`src/logic/rfi_regs.svh`:
```
// register map, field masks and reset values of the rf irq block
`ifndef RFI_REGS_SVH
`define RFI_REGS_SVH

// byte addresses on the apb register bus
`define RFI_OFF_PENDING_STATUS 16'h3fe0
`define RFI_OFF_SOURCE_ENABLE 16'h3fe4
`define RFI_OFF_STATUS_CLEAR 16'h3fe8
`define RFI_OFF_STATUS_FORCE 16'h3fec
`define RFI_OFF_BLK_EVENT 16'h3ff0
`define RFI_OFF_BLK_MASK 16'h3ff4

// bits 29:24, 22:8 and 5:0 carry sources
`define RFI_SRC_MASK 32'h3f7f_ff3f
// bits 14:13 are kept for internal use
`define RFI_INT_LSB 13
`define RFI_INT_MASK 32'h0000_6000
`define RFI_ENABLE_RST 32'h0000_0000
`define RFI_PENDING_RST 32'h0000_0000

// block event bits: unmapped access, event merged into a set flag
`define RFI_BLK_W 2
`define RFI_BLK_UNMAPPED 0
`define RFI_BLK_MERGED 1
`define RFI_BLK_RST 2'h0

`endif

```
`src/logic/rfi_pkg.sv`:
```
// types shared by the rf irq block
`default_nettype none
package rfi_pkg;

  // one apb request as seen by the slave
  typedef struct packed {
    logic sel;
    logic enable;
    logic write;
    logic [15:0] addr;
    logic [31:0] wdata;
  } rfi_apb_req_s;

  // register selected by the address decoder
  typedef enum logic [2:0] {
    RFI_REG_NONE = 3'h0,
    RFI_REG_PENDING = 3'h1,
    RFI_REG_ENABLE = 3'h2,
    RFI_REG_CLEAR = 3'h3,
    RFI_REG_FORCE = 3'h4,
    RFI_REG_BLK_EVENT = 3'h5,
    RFI_REG_BLK_MASK = 3'h6
  } rfi_reg_e;

  // strobes of one accepted access
  typedef struct packed {
    logic wr;
    logic rd;
    rfi_reg_e sel;
    logic [31:0] wdata;
  } rfi_acc_s;

endpackage
`default_nettype wire

```
`src/logic/rfi_apb_if.sv`:
```
// apb slave protocol: zero-wait answer, registered read data and error
`default_nettype none
module rfi_apb_if (
  input wire logic clk,
  input wire logic rst,
  input wire rfi_pkg::rfi_apb_req_s req,
  input wire rfi_pkg::rfi_reg_e sel,
  input wire logic [31:0] rdata_next,
  output logic [31:0] prdata,
  output logic pready,
  output logic pslverr,
  output rfi_pkg::rfi_acc_s acc
);

  typedef struct packed {
    logic [31:0] prdata;
    logic slverr;
  } rfi_apb_st_s;

  rfi_apb_st_s st_q;
  rfi_apb_st_s st_d;
  logic setup;
  logic access;

  assign setup = req.sel & ~req.enable;
  assign access = req.sel & req.enable;

  // data and error are caught in the setup cycle so the access
  // phase can finish at once with both coming from flip-flops
  always_comb begin
    st_d = st_q;
    if (setup) begin
      st_d.prdata = req.write ? 32'h0000_0000 : rdata_next;
      st_d.slverr = (sel == rfi_pkg::RFI_REG_NONE);
    end
  end

  always_ff @(posedge clk) begin
    if (rst) begin
      st_q <= '0;
    end else begin
      st_q <= st_d;
    end
  end

  // never stalls: every access completes in its first access cycle
  assign pready = 1'b1;
  assign prdata = st_q.prdata;
  assign pslverr = access & st_q.slverr;
  assign acc.wr = access & req.write;
  assign acc.rd = access & ~req.write;
  assign acc.sel = sel;
  assign acc.wdata = req.wdata;

endmodule
`default_nettype wire

```
`src/logic/rfi_pending.sv`:
```
// sticky pending flags with hardware set, software force and clear
`default_nettype none
`include "rfi_regs.svh"
module rfi_pending #(
  parameter int W = 32,
  parameter logic [31:0] SRC_MASK = `RFI_SRC_MASK
) (
  input wire logic clk,
  input wire logic rst,
  input wire logic [W-1:0] evt,
  input wire logic [W-1:0] clr,
  input wire logic [W-1:0] force_set,
  output logic [W-1:0] flags,
  output logic merged
);

  typedef struct packed {
    logic [W-1:0] flags;
    logic merged;
  } rfi_pend_st_s;

  rfi_pend_st_s st_q;
  rfi_pend_st_s st_d;
  logic [W-1:0] setm;

  // elaboration stops on a width the source mask cannot serve
  if (W != 32) begin
    $error("rfi_pending: W must be 32");
  end

  // a set in the clearing cycle wins so no event is lost
  always_comb begin
    setm = (evt | force_set) & SRC_MASK[W-1:0];
    st_d.flags = ((st_q.flags & ~clr) | setm) & SRC_MASK[W-1:0];
    st_d.merged = |(evt & st_q.flags & ~clr);
  end

  always_ff @(posedge clk) begin
    if (rst) begin
      st_q.flags <= `RFI_PENDING_RST;
      st_q.merged <= 1'b0;
    end else begin
      st_q <= st_d;
    end
  end

  assign flags = st_q.flags;
  assign merged = st_q.merged;

endmodule
`default_nettype wire

```
`src/logic/rfi_top.sv`:
```
// rf front-end interrupt enable and status-clear block
//
// Overview of operation
// - enabled pending flag reaches cpu interrupt
// - enable bits 29:24, 22:8, 5:0 match flags
// - writing 1 to clear drops that flag
// - bits 31:30, 23, 7:6 reserved, read 0
// - bits 14:13 from driver or nvm defaults
// - hardware event sets flag until cleared
// - writing 1 to force sets that flag
//
// The implementer's own choice: the APB register port.
`default_nettype none
`include "rfi_regs.svh"
module rfi_top #(
  parameter int ADDR_W = 16
) (
  input wire logic SYS_CLK,
  input wire logic RESET,
  input wire logic PSEL,
  input wire logic PENABLE,
  input wire logic PWRITE,
  input wire logic [ADDR_W-1:0] PADDR,
  input wire logic [31:0] PWDATA,
  output logic [31:0] PRDATA,
  output logic PREADY,
  output logic PSLVERR,
  input wire logic [31:0] EVENT_IN,
  input wire logic NVM_LOAD,
  input wire logic [1:0] NVM_INTERNAL,
  output logic [31:0] PENDING_OUT,
  output logic IRQ_OUT,
  output logic BLK_IRQ
);

  ////////////////////////////////////////////////////////////////////////////
  // checks and state

  // elaboration stops on an address width the decoder cannot serve
  if (ADDR_W < 14 || ADDR_W > 16) begin
    $error("rfi_top: ADDR_W must lie in 14..16");
  end

  typedef struct packed {
    logic [31:0] enable;
    logic [`RFI_BLK_W-1:0] blk_event;
    logic [`RFI_BLK_W-1:0] blk_mask;
    logic [`RFI_BLK_W-1:0] blk_snap;
  } rfi_top_st_s;

  rfi_top_st_s st_q;
  rfi_top_st_s st_d;

  rfi_pkg::rfi_apb_req_s req;
  rfi_pkg::rfi_reg_e sel;
  rfi_pkg::rfi_acc_s acc;
  logic [31:0] rdata_next;
  logic [31:0] pend;
  logic [31:0] clr_bits;
  logic [31:0] force_bits;
  logic merged;
  logic [`RFI_BLK_W-1:0] blk_new;
  logic setup_rd_blk;

  ////////////////////////////////////////////////////////////////////////////
  // address decode

  // only the six mapped word addresses hit; anything else is answered with an error
  function automatic rfi_pkg::rfi_reg_e decode(
    input logic [15:0] addr
  );
    rfi_pkg::rfi_reg_e r;
    r = rfi_pkg::RFI_REG_NONE;
    case (addr)
      `RFI_OFF_PENDING_STATUS: begin
        r = rfi_pkg::RFI_REG_PENDING;
      end
      `RFI_OFF_SOURCE_ENABLE: begin
        r = rfi_pkg::RFI_REG_ENABLE;
      end
      `RFI_OFF_STATUS_CLEAR: begin
        r = rfi_pkg::RFI_REG_CLEAR;
      end
      `RFI_OFF_STATUS_FORCE: begin
        r = rfi_pkg::RFI_REG_FORCE;
      end
      `RFI_OFF_BLK_EVENT: begin
        r = rfi_pkg::RFI_REG_BLK_EVENT;
      end
      `RFI_OFF_BLK_MASK: begin
        r = rfi_pkg::RFI_REG_BLK_MASK;
      end
      default: begin
        r = rfi_pkg::RFI_REG_NONE;
      end
    endcase
    return r;
  endfunction

  // request bundle, address widened to the decoder's width
  always_comb begin
    req.sel = PSEL;
    req.enable = PENABLE;
    req.write = PWRITE;
    req.addr = 16'h0000;
    req.addr[ADDR_W-1:0] = PADDR;
    req.wdata = PWDATA;
  end

  assign sel = decode(req.addr);

  ////////////////////////////////////////////////////////////////////////////
  // bus protocol

  rfi_apb_if u_apb (
    .clk(SYS_CLK),
    .rst(RESET),
    .req(req),
    .sel(sel),
    .rdata_next(rdata_next),
    .prdata(PRDATA),
    .pready(PREADY),
    .pslverr(PSLVERR),
    .acc(acc)
  );

  ////////////////////////////////////////////////////////////////////////////
  // read data, taken in the setup cycle

  // clear and force are action registers and read back as zero
  always_comb begin
    rdata_next = 32'h0000_0000;
    case (sel)
      rfi_pkg::RFI_REG_PENDING: begin
        rdata_next = pend & `RFI_SRC_MASK;
      end
      rfi_pkg::RFI_REG_ENABLE: begin
        rdata_next = st_q.enable & `RFI_SRC_MASK;
      end
      rfi_pkg::RFI_REG_BLK_EVENT: begin
        rdata_next[`RFI_BLK_W-1:0] = st_q.blk_event;
      end
      rfi_pkg::RFI_REG_BLK_MASK: begin
        rdata_next[`RFI_BLK_W-1:0] = st_q.blk_mask;
      end
      default: begin
        rdata_next = 32'h0000_0000;
      end
    endcase
  end

  ////////////////////////////////////////////////////////////////////////////
  // clear and force strobes

  // a write of 0 leaves a flag alone; reserved bits are dropped
  always_comb begin
    clr_bits = 32'h0000_0000;
    force_bits = 32'h0000_0000;
    if (acc.wr && acc.sel == rfi_pkg::RFI_REG_CLEAR) begin
      clr_bits = acc.wdata & `RFI_SRC_MASK;
    end
    if (acc.wr && acc.sel == rfi_pkg::RFI_REG_FORCE) begin
      force_bits = acc.wdata & `RFI_SRC_MASK;
    end
  end

  rfi_pending #(
    .W(32),
    .SRC_MASK(`RFI_SRC_MASK)
  ) u_pending (
    .clk(SYS_CLK),
    .rst(RESET),
    .evt(EVENT_IN),
    .clr(clr_bits),
    .force_set(force_bits),
    .flags(pend),
    .merged(merged)
  );

  ////////////////////////////////////////////////////////////////////////////
  // block events

  // new events of the block itself, one cycle each
  always_comb begin
    blk_new = '0;
    blk_new[`RFI_BLK_UNMAPPED] = PSLVERR;
    blk_new[`RFI_BLK_MERGED] = merged;
  end

  assign setup_rd_blk = PSEL & ~PENABLE & ~PWRITE &
    (sel == rfi_pkg::RFI_REG_BLK_EVENT);

  ////////////////////////////////////////////////////////////////////////////
  // register updates

  always_comb begin
    st_d = st_q;
    // snapshot of what the read returns; only these bits are cleared
    if (setup_rd_blk) begin
      st_d.blk_snap = st_q.blk_event;
    end
    // nvm defaults load the internal-use enables
    if (NVM_LOAD) begin
      st_d.enable[`RFI_INT_LSB +: 2] = NVM_INTERNAL;
    end
    // a driver write comes after the load so it has the last word
    if (acc.wr && acc.sel == rfi_pkg::RFI_REG_ENABLE) begin
      st_d.enable = acc.wdata & `RFI_SRC_MASK;
    end
    if (acc.wr && acc.sel == rfi_pkg::RFI_REG_BLK_MASK) begin
      st_d.blk_mask = acc.wdata[`RFI_BLK_W-1:0];
    end
    // read clears, but an event in the same cycle still sets
    if (acc.rd && acc.sel == rfi_pkg::RFI_REG_BLK_EVENT) begin
      st_d.blk_event = st_q.blk_event & ~st_q.blk_snap;
    end
    st_d.blk_event = st_d.blk_event | blk_new;
  end

  always_ff @(posedge SYS_CLK) begin
    if (RESET) begin
      st_q.enable <= `RFI_ENABLE_RST;
      st_q.blk_event <= `RFI_BLK_RST;
      st_q.blk_mask <= `RFI_BLK_RST;
      st_q.blk_snap <= `RFI_BLK_RST;
    end else begin
      st_q <= st_d;
    end
  end

  ////////////////////////////////////////////////////////////////////////////
  // interrupt outputs

  // source request: any flag whose enable is set
  assign IRQ_OUT = |(pend & st_q.enable & `RFI_SRC_MASK);
  // health of the block itself, kept apart from the source request
  assign BLK_IRQ = |(st_q.blk_event & st_q.blk_mask);
  assign PENDING_OUT = pend;

endmodule
`default_nettype wire

```
`config.mk`:
```
export PLATFORM = sky130hd
export DESIGN_NAME = rfi_top
export DESIGN_NICKNAME = d
export VERILOG_FILES = /design/src/logic/rfi_pkg.sv /design/src/logic/rfi_apb_if.sv /design/src/logic/rfi_pending.sv /design/src/logic/rfi_top.sv
export VERILOG_INCLUDE_DIRS = /design/src /design/src/logic
export SDC_FILE = /design/constraint.sdc
export NUM_CORES = 1
export LEC_CHECK = 0
export ABC_AREA = 1
export BUFFER_PORTS_ARGS = -buffer_cell sky130_fd_sc_hd__clkbuf_2
export CORE_ASPECT_RATIO = 1.25
export CORE_MARGIN = 2
export CORE_UTILIZATION = 56
export DETAILED_ROUTE_END_ITERATION = 16
export PLACE_DENSITY = 0.94
export SYNTH_ARGS = -nofsm -noshare
export SYNTH_HDL_FRONTEND = slang
export SYNTH_SLANG_ARGS = --single-unit
```
`constraint.sdc`:
```
create_clock -name SYS_CLK -period 6.1 [get_ports SYS_CLK]
set_clock_uncertainty 0.05 [all_clocks]
set_input_delay 1.525 -clock SYS_CLK [delete_from_list [all_inputs] [get_ports SYS_CLK]]
set_output_delay 1.525 -clock SYS_CLK [all_outputs]
set_load 0.1 [all_outputs]
```
==> results.json, run 1 <==
{
  "status": "completed",
  "area_growth_pct": 12.3,
  "totalPowerFinal_mw": 1.27,
  "start_util": 0.571,
  "r2r_setup_slack_ns": 4.88,
  "yosys-top-cells-count": "169 x nand2_1, 107 x inv_1, 89 x dfxtp_1",
  "first_iter_violations": 263,
  "slowest_stage": "ha_1",
  "timing.final.crit_period_ns": 4.05,
  "maxCapViolCount": 0,
  "r2r_end": "u_pending.merged",
  "hold_slack_ns": 0.407,
  "numCtsBuffers": 9,
  "clk_latency_ns": 0.35,
  "grt_use_total": 0.269,
  "root_buffer": "clkbuf_8",
  "endpoint_kind": "flip-flop",
  "n_antenna_cell": 0,
  "critical_path_arrival_ns": 4.29,
  "synth-seq-area-share": 0.360,
  "power.density_mw_per_mm2": 230,
  "routed_wl_um": 12800,
  "die_w_um": 88.0,
  "grt_antenna_before_repair": 0,
  "hold_class": "flip-flop to flip-flop",
  "cts_setup_buffers": 0,
  "rows": 38,
  "startpoint": "PADDR[15]",
  "grt_max_degree": 62,
  "async_reset_ff_frac": 0,
  "multi_input_area_sq_mm": 0.00232,
  "clk_pin_slew_ns": 0.09,
  "worst-path-buf-inv": 1,
  "synth.most_common_cell": "nand2_1",
  "cts_hold_buf": 0,
  "crit_path_max_fanout": 15,
  "post_dp_cell_area_sq_mm": 0.00534,
  "finalHoldViolCount": 0,
  "numClockSinks": 89,
  "overflow": 0,
  "io_pins": 156,
  "avgSynthCellArea_sq_um": 6.64,
  "synth_cells": 744,
  "remaining_drc_errors": 0,
  "fillers": 823,
  "path_cells": "clkbuf_2 -> nor2_1 -> nand2_1 -> nor2_1 -> nand2_1 -> o21ai_0 -> ha_1 -> nand2_1 -> o22ai_1 -> nand2_1 -> a21oi_1",
  "fmax_mhz": 247,
  "critPathLaunchType": "input pin",
  "synth.yosys.warnings": 0,
  "wl_per_cell_um": 13.4,
  "grt_pass1_wl_um": 20500,
  "cts.path.max_buffers": 2,
  "numPortBuffers": 134,
  "htreeDepth": 3,
  "p_leak_nw": 2.71,
  "synth_top_area_frac": 0.360,
  "tightest_slew_ns": 1.18,
  "die_h_um": 109,
  "setup_violations": 0,
  "ys_ff_latch": 89,
  "period_share": 0.664,
  "netlist_area_sq_mm": 0.00494,
  "synth.area.top_cells": "dfxtp_1 36%, nand2_1 13%, inv_1 8.1%",
  "fin_cells": 954,
  "crit_path_end": "u_apb.prdata[25]",
  "dp_hpwl_um": 8950,
  "r2r_start": "u_pending.flags[19]",
  "path_class": "input pin to flip-flop",
  "drtPass1Iterations": 6,
  "ys_types": 29,
  "critPathMaxStageDelay_ns": 0.67,
  "cts_resized": 0,
  "nNetsFinal": 921,
  "drv_slew": 0,
  "setup_tns_ns": 0,
  "drtAntennaViolNets": 0,
  "dp.cells": 938,
  "coreArea_sq_mm": 0.00865,
  "cp.required_ns": 6.34,
  "drive_gt1_frac": 0.197,
  "min-delay-start": "u_pending.merged",
  "relSlewSlack": 0.211,
  "design_area_sq_mm": 0.00555,
  "die_area_sq_mm": 0.00960,
  "synth_top_area_cell": "dfxtp_1",
  "cts_tree": "built",
  "worst_path_most_repeated_cell": "nand2_1",
  "dr_total_vias": 5032,
  "vias_per_cell": 5.27,
  "path_depth": 11,
  "synth_ff_type": "dfxtp_1",
  "grt_pass1_vias": 4700,
  "reg2regPathDepth": 8,
  "ir_drop_uv": 104,
  "seq_area_sq_mm": 0.00178,
  "rsz0062_at_grt": "false",
  "critPathTopFamily": "simple AND/OR/NAND/NOR gates",
  "gp_congestion": 0.857,
  "synth-edff-count": 0
}
kinds of logic (layout without fill, tap and decap cells):
family | after synthesis | count (layout) | share of synthesized area
adder cells (fa/ha/maj) | 4 | 4 | 0.0101
AND/OR/NAND/NOR | 311 | 311 | 0.268
flip-flops | 89 | 89 | 0.360
buffers and inverters | 179 | 260 | 0.177
other | 2 | 11 | 0.00152
AO/OA/AOI/OAI | 159 | 159 | 0.183
worst reg2reg max path, cell delays in order, from the launching register on:
cell and delay, ns:
dfxtp_1 0.36, nand2_1 0.08, inv_1 0.04, nand2_1 0.05, nand2_1 0.08, nor2_1 0.12
nand2_1 0.08, nor2_1 0.14, a21oi_1 0.08
where the power goes:
group / internal [mW] / switching (mW) / total, mW / leakage (nW)
Clock: 0.212 / 0.207 / 0.419 / 0.103
Combinational: 0.0501 / 0.193 / 0.243 / 1.88
Sequential: 0.596 / 0.0168 / 0.612 / 0.727
final cells by class:
cell class | count | share of cell area
clock buffers | 12 | 0.0280
repair buffers | 135 | 0.122
inverters | 109 | 0.0737
well taps | 120 | 0.0271
flip-flops and latches | 89 | 0.321
multi-input cells | 485 | 0.419
clock inverters | 4 | 0.00924
metal layers:
metal / vias up / wire length (um) / track usage
met5: - / 0 / 0
met4: 0 / 369 / 0.122
met3: 28 / 992 / 0.0439
met2: 242 / 6410 / 0.473
met1: 2249 / 5000 / 0.317
li1: 2513 / - / -
state kept, by name, indices dropped and copies added, names as in the netlist:
signal,cells
u_pending.merged,1
st_q,33
u_pending.flags,27
u_apb.prdata,27
u_apb.st_q,1
worst min path at each step:
stage | cells after the start | end
6_report | 2 | st_q[5]
5_1_grt | 2 | st_q[5]
4_1_cts | 2 | st_q[5]
3_5_place_dp | 2 | st_q[5]
3_3_place_gp | 2 | st_q[5]
2_1_floorplan | 2 | st_q[5]
cells in the final DEF, fill, tap and decap left out, types with 5 or more instances in the layout:
master and count:
inv_1 107, clkbuf_8 11, o22ai_1 20, a21oi_1 64, conb_1 11, dfxtp_1 89, o21ai_0 23, a211oi_1 29
nand2_1 169, nand3_1 50, o21ai_1 19, clkbuf_2 134, nor2_1 74, nor2_4 5
through the flow:
step / worst slack, ns / util
global route: 1.76 / 0.641
global placement: 1.79 / 0.617
floorplan: 2.20 / -
finish: 2.05 / 0.641
detailed placement: 1.72 / 0.617
CTS: 2.08 / 0.641
Power figures use the tool's default switching activity.
==> run 2, diff against run 1 <==
- CORE_UTILIZATION: 56 -> 52
- PLACE_DENSITY: 0.94 -> 0.88
- clock period: 6.1 -> 3.88 ns (I/O delays scaled with it)
==> run 2 against run 1 <==
Compared with the run above: clock power increased by 100%; worst hold slack got worse by 0.015 ns; sequential share of layout area decreased by 0.90 points; highest routed layer unchanged; global-route usage decreased by 2.4 points; sequential cell count unchanged; final cell count increased by 1.2%.
==> results.json, run 2 (synthesis gave the netlist of run 1 again) <==
{
  "status": "completed",
  "gp_congestion": 0.852,
  "area_growth_pct": 15.5,
  "finalHoldViolCount": 0,
  "mostFrequentLayoutCell": "nand2_1",
  "cts_hold_buf": 0,
  "numCtsBuffers": 9,
  "hold_class": "flip-flop to flip-flop",
  "die_h_um": 113,
  "path_class": "input pin to flip-flop",
  "drtPass1Iterations": 5,
  "ir_drop_uv": 206,
  "critPathLaunchType": "input pin",
  "coreArea_sq_mm": 0.00917,
  "io_pins": 156,
  "first_iter_violations": 300,
  "clk_pin_slew_ns": 0.06,
  "drv_slew": 0,
  "n_antenna_cell": 0,
  "fillers": 846,
  "setup_violations": 0,
  "grt_antenna_before_repair": 0,
  "die_area_sq_mm": 0.0103,
  "critPathMaxStageDelay_ns": 0.47,
  "design_area_sq_mm": 0.00571,
  "htreeDepth": 3,
  "rsz0062_at_grt": "false",
  "maxCapViolCount": 0,
  "tightest_slew_ns": 0.837,
  "largest_reg_flops": 33,
  "final_cell_mix": "169 x nand2_1, 134 x clkbuf_2, 107 x inv_1, 89 x dfxtp_1, 74 x nor2_1",
  "path_cells": "clkbuf_2 -> nor2_1 -> nand2_1 -> nor2_1 -> nand2_1 -> o21ai_0 -> ha_1 -> nand2_4 -> inv_1 -> nand2_1 -> nand2_1 -> nand2_1 -> a21oi_1",
  "cts.path.max_buffers": 2,
  "grt_pass1_wl_um": 20700,
  "numPortBuffers": 134,
  "drive_gt1_frac": 0.202,
  "root_buffer": "clkbuf_16",
  "rows": 39,
  "clk_latency_ns": 0.34,
  "grt_max_degree": 61,
  "fmax_mhz": 324,
  "drtAntennaViolNets": 0,
  "post_dp_cell_area_sq_mm": 0.00542,
  "dr_total_vias": 5020,
  "slowest_stage": "inv_1",
  "wl_per_cell_um": 13.2,
  "seq_area_sq_mm": 0.00178,
  "timing.final.crit_period_ns": 3.08,
  "critical_path_arrival_ns": 3.29,
  "nNetsFinal": 929,
  "period_share": 0.795,
  "dp_hpwl_um": 8900,
  "start_util": 0.539,
  "numClockSinks": 89,
  "endpoint_kind": "flip-flop",
  "multi_input_area_sq_mm": 0.00232,
  "cts_tree": "built",
  "die_w_um": 91.2,
  "grt_use_total": 0.245,
  "power.density_mw_per_mm2": 384,
  "cts_setup_buffers": 0,
  "remaining_drc_errors": 0,
  "worst_path_most_repeated_cell": "nand2_1",
  "vias_per_cell": 5.20,
  "setup_tns_ns": 0,
  "overflow": 0,
  "grt_pass1_vias": 4444,
  "routed_wl_um": 12700,
  "p_leak_nw": 2.79,
  "crit_path_max_fanout": 17,
  "cp.required_ns": 4.08,
  "relSlewSlack": 0.441,
  "regMostFlops": "st_q",
  "cts_resized": 0
}
-- run 2: routing by layer --
layer / vias to the layer above / global-route usage / routed length (um)
li1: 2535 / - / -
met1: 2225 / 0.318 / 5230
met2: 231 / 0.416 / 6160
met3: 29 / 0.0340 / 976
met4: 0 / 0.0919 / 325
met5: - / 0 / 0
-- run 2: area by class of cell --
class,instances,area share
clock buffer,12,0.0414
multi-input combinational,485,0.407
timing repair buffer,143,0.131
sequential,89,0.312
inverter,109,0.0717
clock inverter,4,0.00942
tap,123,0.0270
-- run 2: power by group --
group          switching [mW]  internal [mW]
sequential             0.0265          0.937
clock                   0.343          0.501
combinational           0.303         0.0800
-- run 2: final timing paths --
path / start / endpoint / slack, ns / cells past startpoint
max: PADDR[15] / u_apb.prdata[29] / 0.80 / 13
min: u_pending.merged / st_q[5] / 0.39 / 2
max reg2reg: u_pending.flags[18] / u_pending.merged / 2.67 / 8
min reg2reg: u_pending.merged / st_q[5] / 0.39 / 2
-- run 2: through the flow --
step / std cells / hold slack (ns) / util / power (mW) / worst slack [ns]
4_1_cts: 965 / 0.393 / 0.622 / 2.19 / 0.817
3_5_place_dp: 949 / 0.390 / 0.591 / 1.36 / 0.495
3_3_place_gp: 949 / 0.379 / 0.591 / 1.36 / 0.559
2_1_floorplan: 753 / 0.365 / - / 1.28 / 0.721
5_1_grt: 965 / 0.407 / 0.622 / 2.27 / 0.465
6_report: 965 / 0.392 / 0.622 / 2.19 / 0.796
-- run 2: worst max-delay path, delay by kind of cell --
kind / cells / cell delay, ns
AO/OA/AOI/OAI: 2 / 0.53
adder cells (fa/ha/maj): 1 / 0.34
buffers and inverters: 2 / 0.55
AND/OR/NAND/NOR: 8 / 0.89
==> run 3, diff against run 2 <==
- ABC_AREA: 1 -> 0
- CORE_UTILIZATION: 52 -> 46
- PLACE_DENSITY: 0.88 -> 0.84
- clock period: 3.88 -> 2.7 ns (I/O delays scaled with it)
==> run 3 against run 2 <==
Compared with the run above: the flow now finishes with violations (setup timing); via count is 8.4% lower; critical path depth is 2 lower; clock power is 61% higher; utilization is 2.5 points lower; largest power group unchanged.
==> results.json, run 3 <==
{
  "r2r_setup_slack_ns": 0.66,
  "synth.yosys.warnings": 0,
  "first_iter_violations": 444,
  "wl_per_cell_um": 19.6,
  "coreArea_sq_mm": 0.00961,
  "overflow": 0,
  "critical_path_arrival_ns": 2.90,
  "synth_compound_gate_area_share": 0.242,
  "fmax_mhz": 366,
  "status": "finished, violations left",
  "die_w_um": 92.7,
  "ys_ff_latch": 89,
  "slowest_stage": "or4_4",
  "period_share": 1.01,
  "start_util": 0.471,
  "ir_drop_uv": 371,
  "path_cells": "clkbuf_2 -> or4_4 -> nor4_4 -> and2_4 -> ha_4 -> nand2_2 -> buf_4 -> o21ai_0 -> o21ai_0 -> a2111oi_2 -> a41oi_1",
  "critPathTopFamily": "simple AND/OR/NAND/NOR gates",
  "synth_top_family_by_area": "compound AO/OA/AOI/OAI gates",
  "final_cell_mix": "133 x clkbuf_2, 91 x nor2_1, 64 x dfxtp_1, 58 x nand2_1, 32 x mux2i_1",
  "routed_wl_um": 14700,
  "grt_use_total": 0.268,
  "hold_class": "flip-flop to flip-flop",
  "finalHoldViolCount": 0,
  "synth-xor-area-share": 0,
  "synth.area.top_cells": "dfxtp_1 39%, nor2_1 7.5%, mux2i_1 7.1%",
  "remaining_drc_errors": 0,
  "nNetsFinal": 711,
  "p_leak_nw": 2.37,
  "synthSimpleGateAreaFrac": 0.177,
  "gp_congestion": 0.959,
  "avgSynthCellArea_sq_um": 8.84,
  "clk_pin_slew_ns": 0.06,
  "path_depth": 11,
  "largest_reg_flops": 33,
  "r2r_end": "u_pending.merged",
  "ys_types": 46,
  "synth_top_area_frac": 0.393,
  "rows": 40,
  "muxShareOfSynthArea": 0.0732,
  "grt_pass1_wl_um": 22100,
  "die_h_um": 115,
  "timing.final.crit_period_ns": 2.73,
  "crit_path_max_fanout": 3,
  "numCtsBuffers": 9,
  "mostFrequentLayoutCell": "clkbuf_2",
  "drtAntennaViolNets": 0,
  "io_pins": 156,
  "tightest_slew_ns": 0.563,
  "min-delay-start": "u_apb.st_q[0]",
  "htreeDepth": 3,
  "grt_antenna_before_repair": 0,
  "power.density_mw_per_mm2": 587,
  "hold_depth": 2,
  "dr_total_vias": 4598,
  "violations": "setup timing",
  "drive_gt1_frac": 0.388,
  "netlist_area_sq_mm": 0.00453,
  "grt_pass1_vias": 4291,
  "area_growth_pct": 26.7,
  "grt_max_degree": 90,
  "cts_tree": "built",
  "synth-seq-area-share": 0.393,
  "pre_cts_ws_ns": -0.289,
  "drtPass1Iterations": 5,
  "n_antenna_cell": 0,
  "relSlewSlack": 0.626,
  "numPortBuffers": 134,
  "synth_ff_type": "dfxtp_1",
  "die_area_sq_mm": 0.0107,
  "synth-edff-count": 0,
  "clk_latency_ns": 0.35,
  "dp_hpwl_um": 10700,
  "yosys.area_share.adder": 0.0111,
  "regMostFlops": "st_q",
  "reg2regPathDepth": 6,
  "cts.path.max_buffers": 2,
  "min_to": "u_apb.st_q[0]",
  "r2r_start": "u_pending.flags[24]",
  "maxCapViolCount": 0,
  "synth_cells": 512,
  "endpoint_kind": "flip-flop",
  "rsz0062_at_grt": "true",
  "critPathLaunchType": "input pin",
  "root_buffer": "clkbuf_16",
  "fin_ws_ns": -0.0338,
  "synth_top_area_cell": "dfxtp_1",
  "synth.most_common_cell": "nor2_1",
  "async_reset_ff_frac": 0,
  "numClockSinks": 89,
  "drv_slew": 0,
  "critPathMaxStageDelay_ns": 0.53,
  "worst_path_most_repeated_cell": "o21ai_0",
  "totalPowerFinal_mw": 3.36,
  "path_class": "input pin to flip-flop",
  "vias_per_cell": 6.13,
  "setup_violations": 1,
  "cp.required_ns": 2.87,
  "worst-path-buf-inv": 2,
  "yosys-top-cells-count": "91 x nor2_1, 89 x dfxtp_1, 59 x nand2_1"
}
## run 3: cell types whose count changed after synthesis, moves of 30 or more
cell / before / now
a22oi_1: 0 / 31
inv_1: 107 / 3
a22o_1: 0 / 30
nand3_1: 50 / 10
nand2_1: 169 / 59
a21oi_1: 64 / 8
mux2i_1: 0 / 32
## run 3: cell type report
| cell class | instances | area, sq um |
|---|---|---|
| fill | 812 | 3870 |
| inverter | 3 | 11.3 |
| sequential | 89 | 1820 |
| multi-input combinational | 361 | 2500 |
| clock buffer | 11 | 243 |
| timing repair buffer | 155 | 921 |
| clock inverter | 5 | 78.8 |
| tap | 126 | 158 |
## run 3: worst reg2reg max path, delay by kind of cell (launching register included)
kind	cells	cell delay (ns)
flip-flops	1	0.37
AND/OR/NAND/NOR	1	0.19
AO/OA/AOI/OAI	5	1.28
## run 3: report_power, final
group | switching [mW] | internal, mW
Clock | 0.529 | 0.835
Sequential | 0.0610 | 1.35
Combinational | 0.456 | 0.133
## run 3: worst max path at each step
| stage | from | end | slack (ns) |
|---|---|---|---|
| floorplan | PADDR[15] | st_q[27] | -0.16 |
| global placement | PADDR[15] | u_pending.merged | -0.21 |
| detailed placement | PADDR[15] | u_pending.merged | -0.29 |
| CTS | u_pending.flags[17] | IRQ_OUT | 0.02 |
| global route | PADDR[15] | u_pending.merged | -0.13 |
| finish | PADDR[15] | u_pending.merged | -0.03 |
## run 3: timing repair
| item | CTS | global route |
|---|---|---|
| setup buffers | 0 | 1 |
| setup endpoints to repair | 1 | 45 |
| resized for setup | 1 | 11 |
| pin swaps | 0 | 2 |
| hold buffers | 0 | 0 |
## run 3: per-stage QoR
| stage | util | setup TNS [ns] | instance area (sq um) | cells | hold WS (ns) |
|---|---|---|---|---|---|
| CTS | 0.588 | 0 | 5650 | 749 | 0.413 |
| floorplan | - | -7.20 | 4750 | 521 | 0.363 |
| detailed placement | 0.554 | -15.91 | 5320 | 733 | 0.402 |
| finish | 0.597 | -0.0338 | 5740 | 750 | 0.411 |
| global placement | 0.554 | -10.74 | 5320 | 733 | 0.391 |
| global route | 0.597 | -1.54 | 5740 | 750 | 0.443 |
## run 3: layer usage
layer  wire [um]  track usage
met4         721        0.130
met5           0            0
met1        5480        0.317
met2        7300        0.462
met3        1190       0.0590
## run 3: logic make-up after synthesis
logic type / count (synthesis)
mux: 33
buf+inv: 71
fa+ha+maj: 4
simple gates: 186
flops: 89
other cells: 2
compound gates: 127
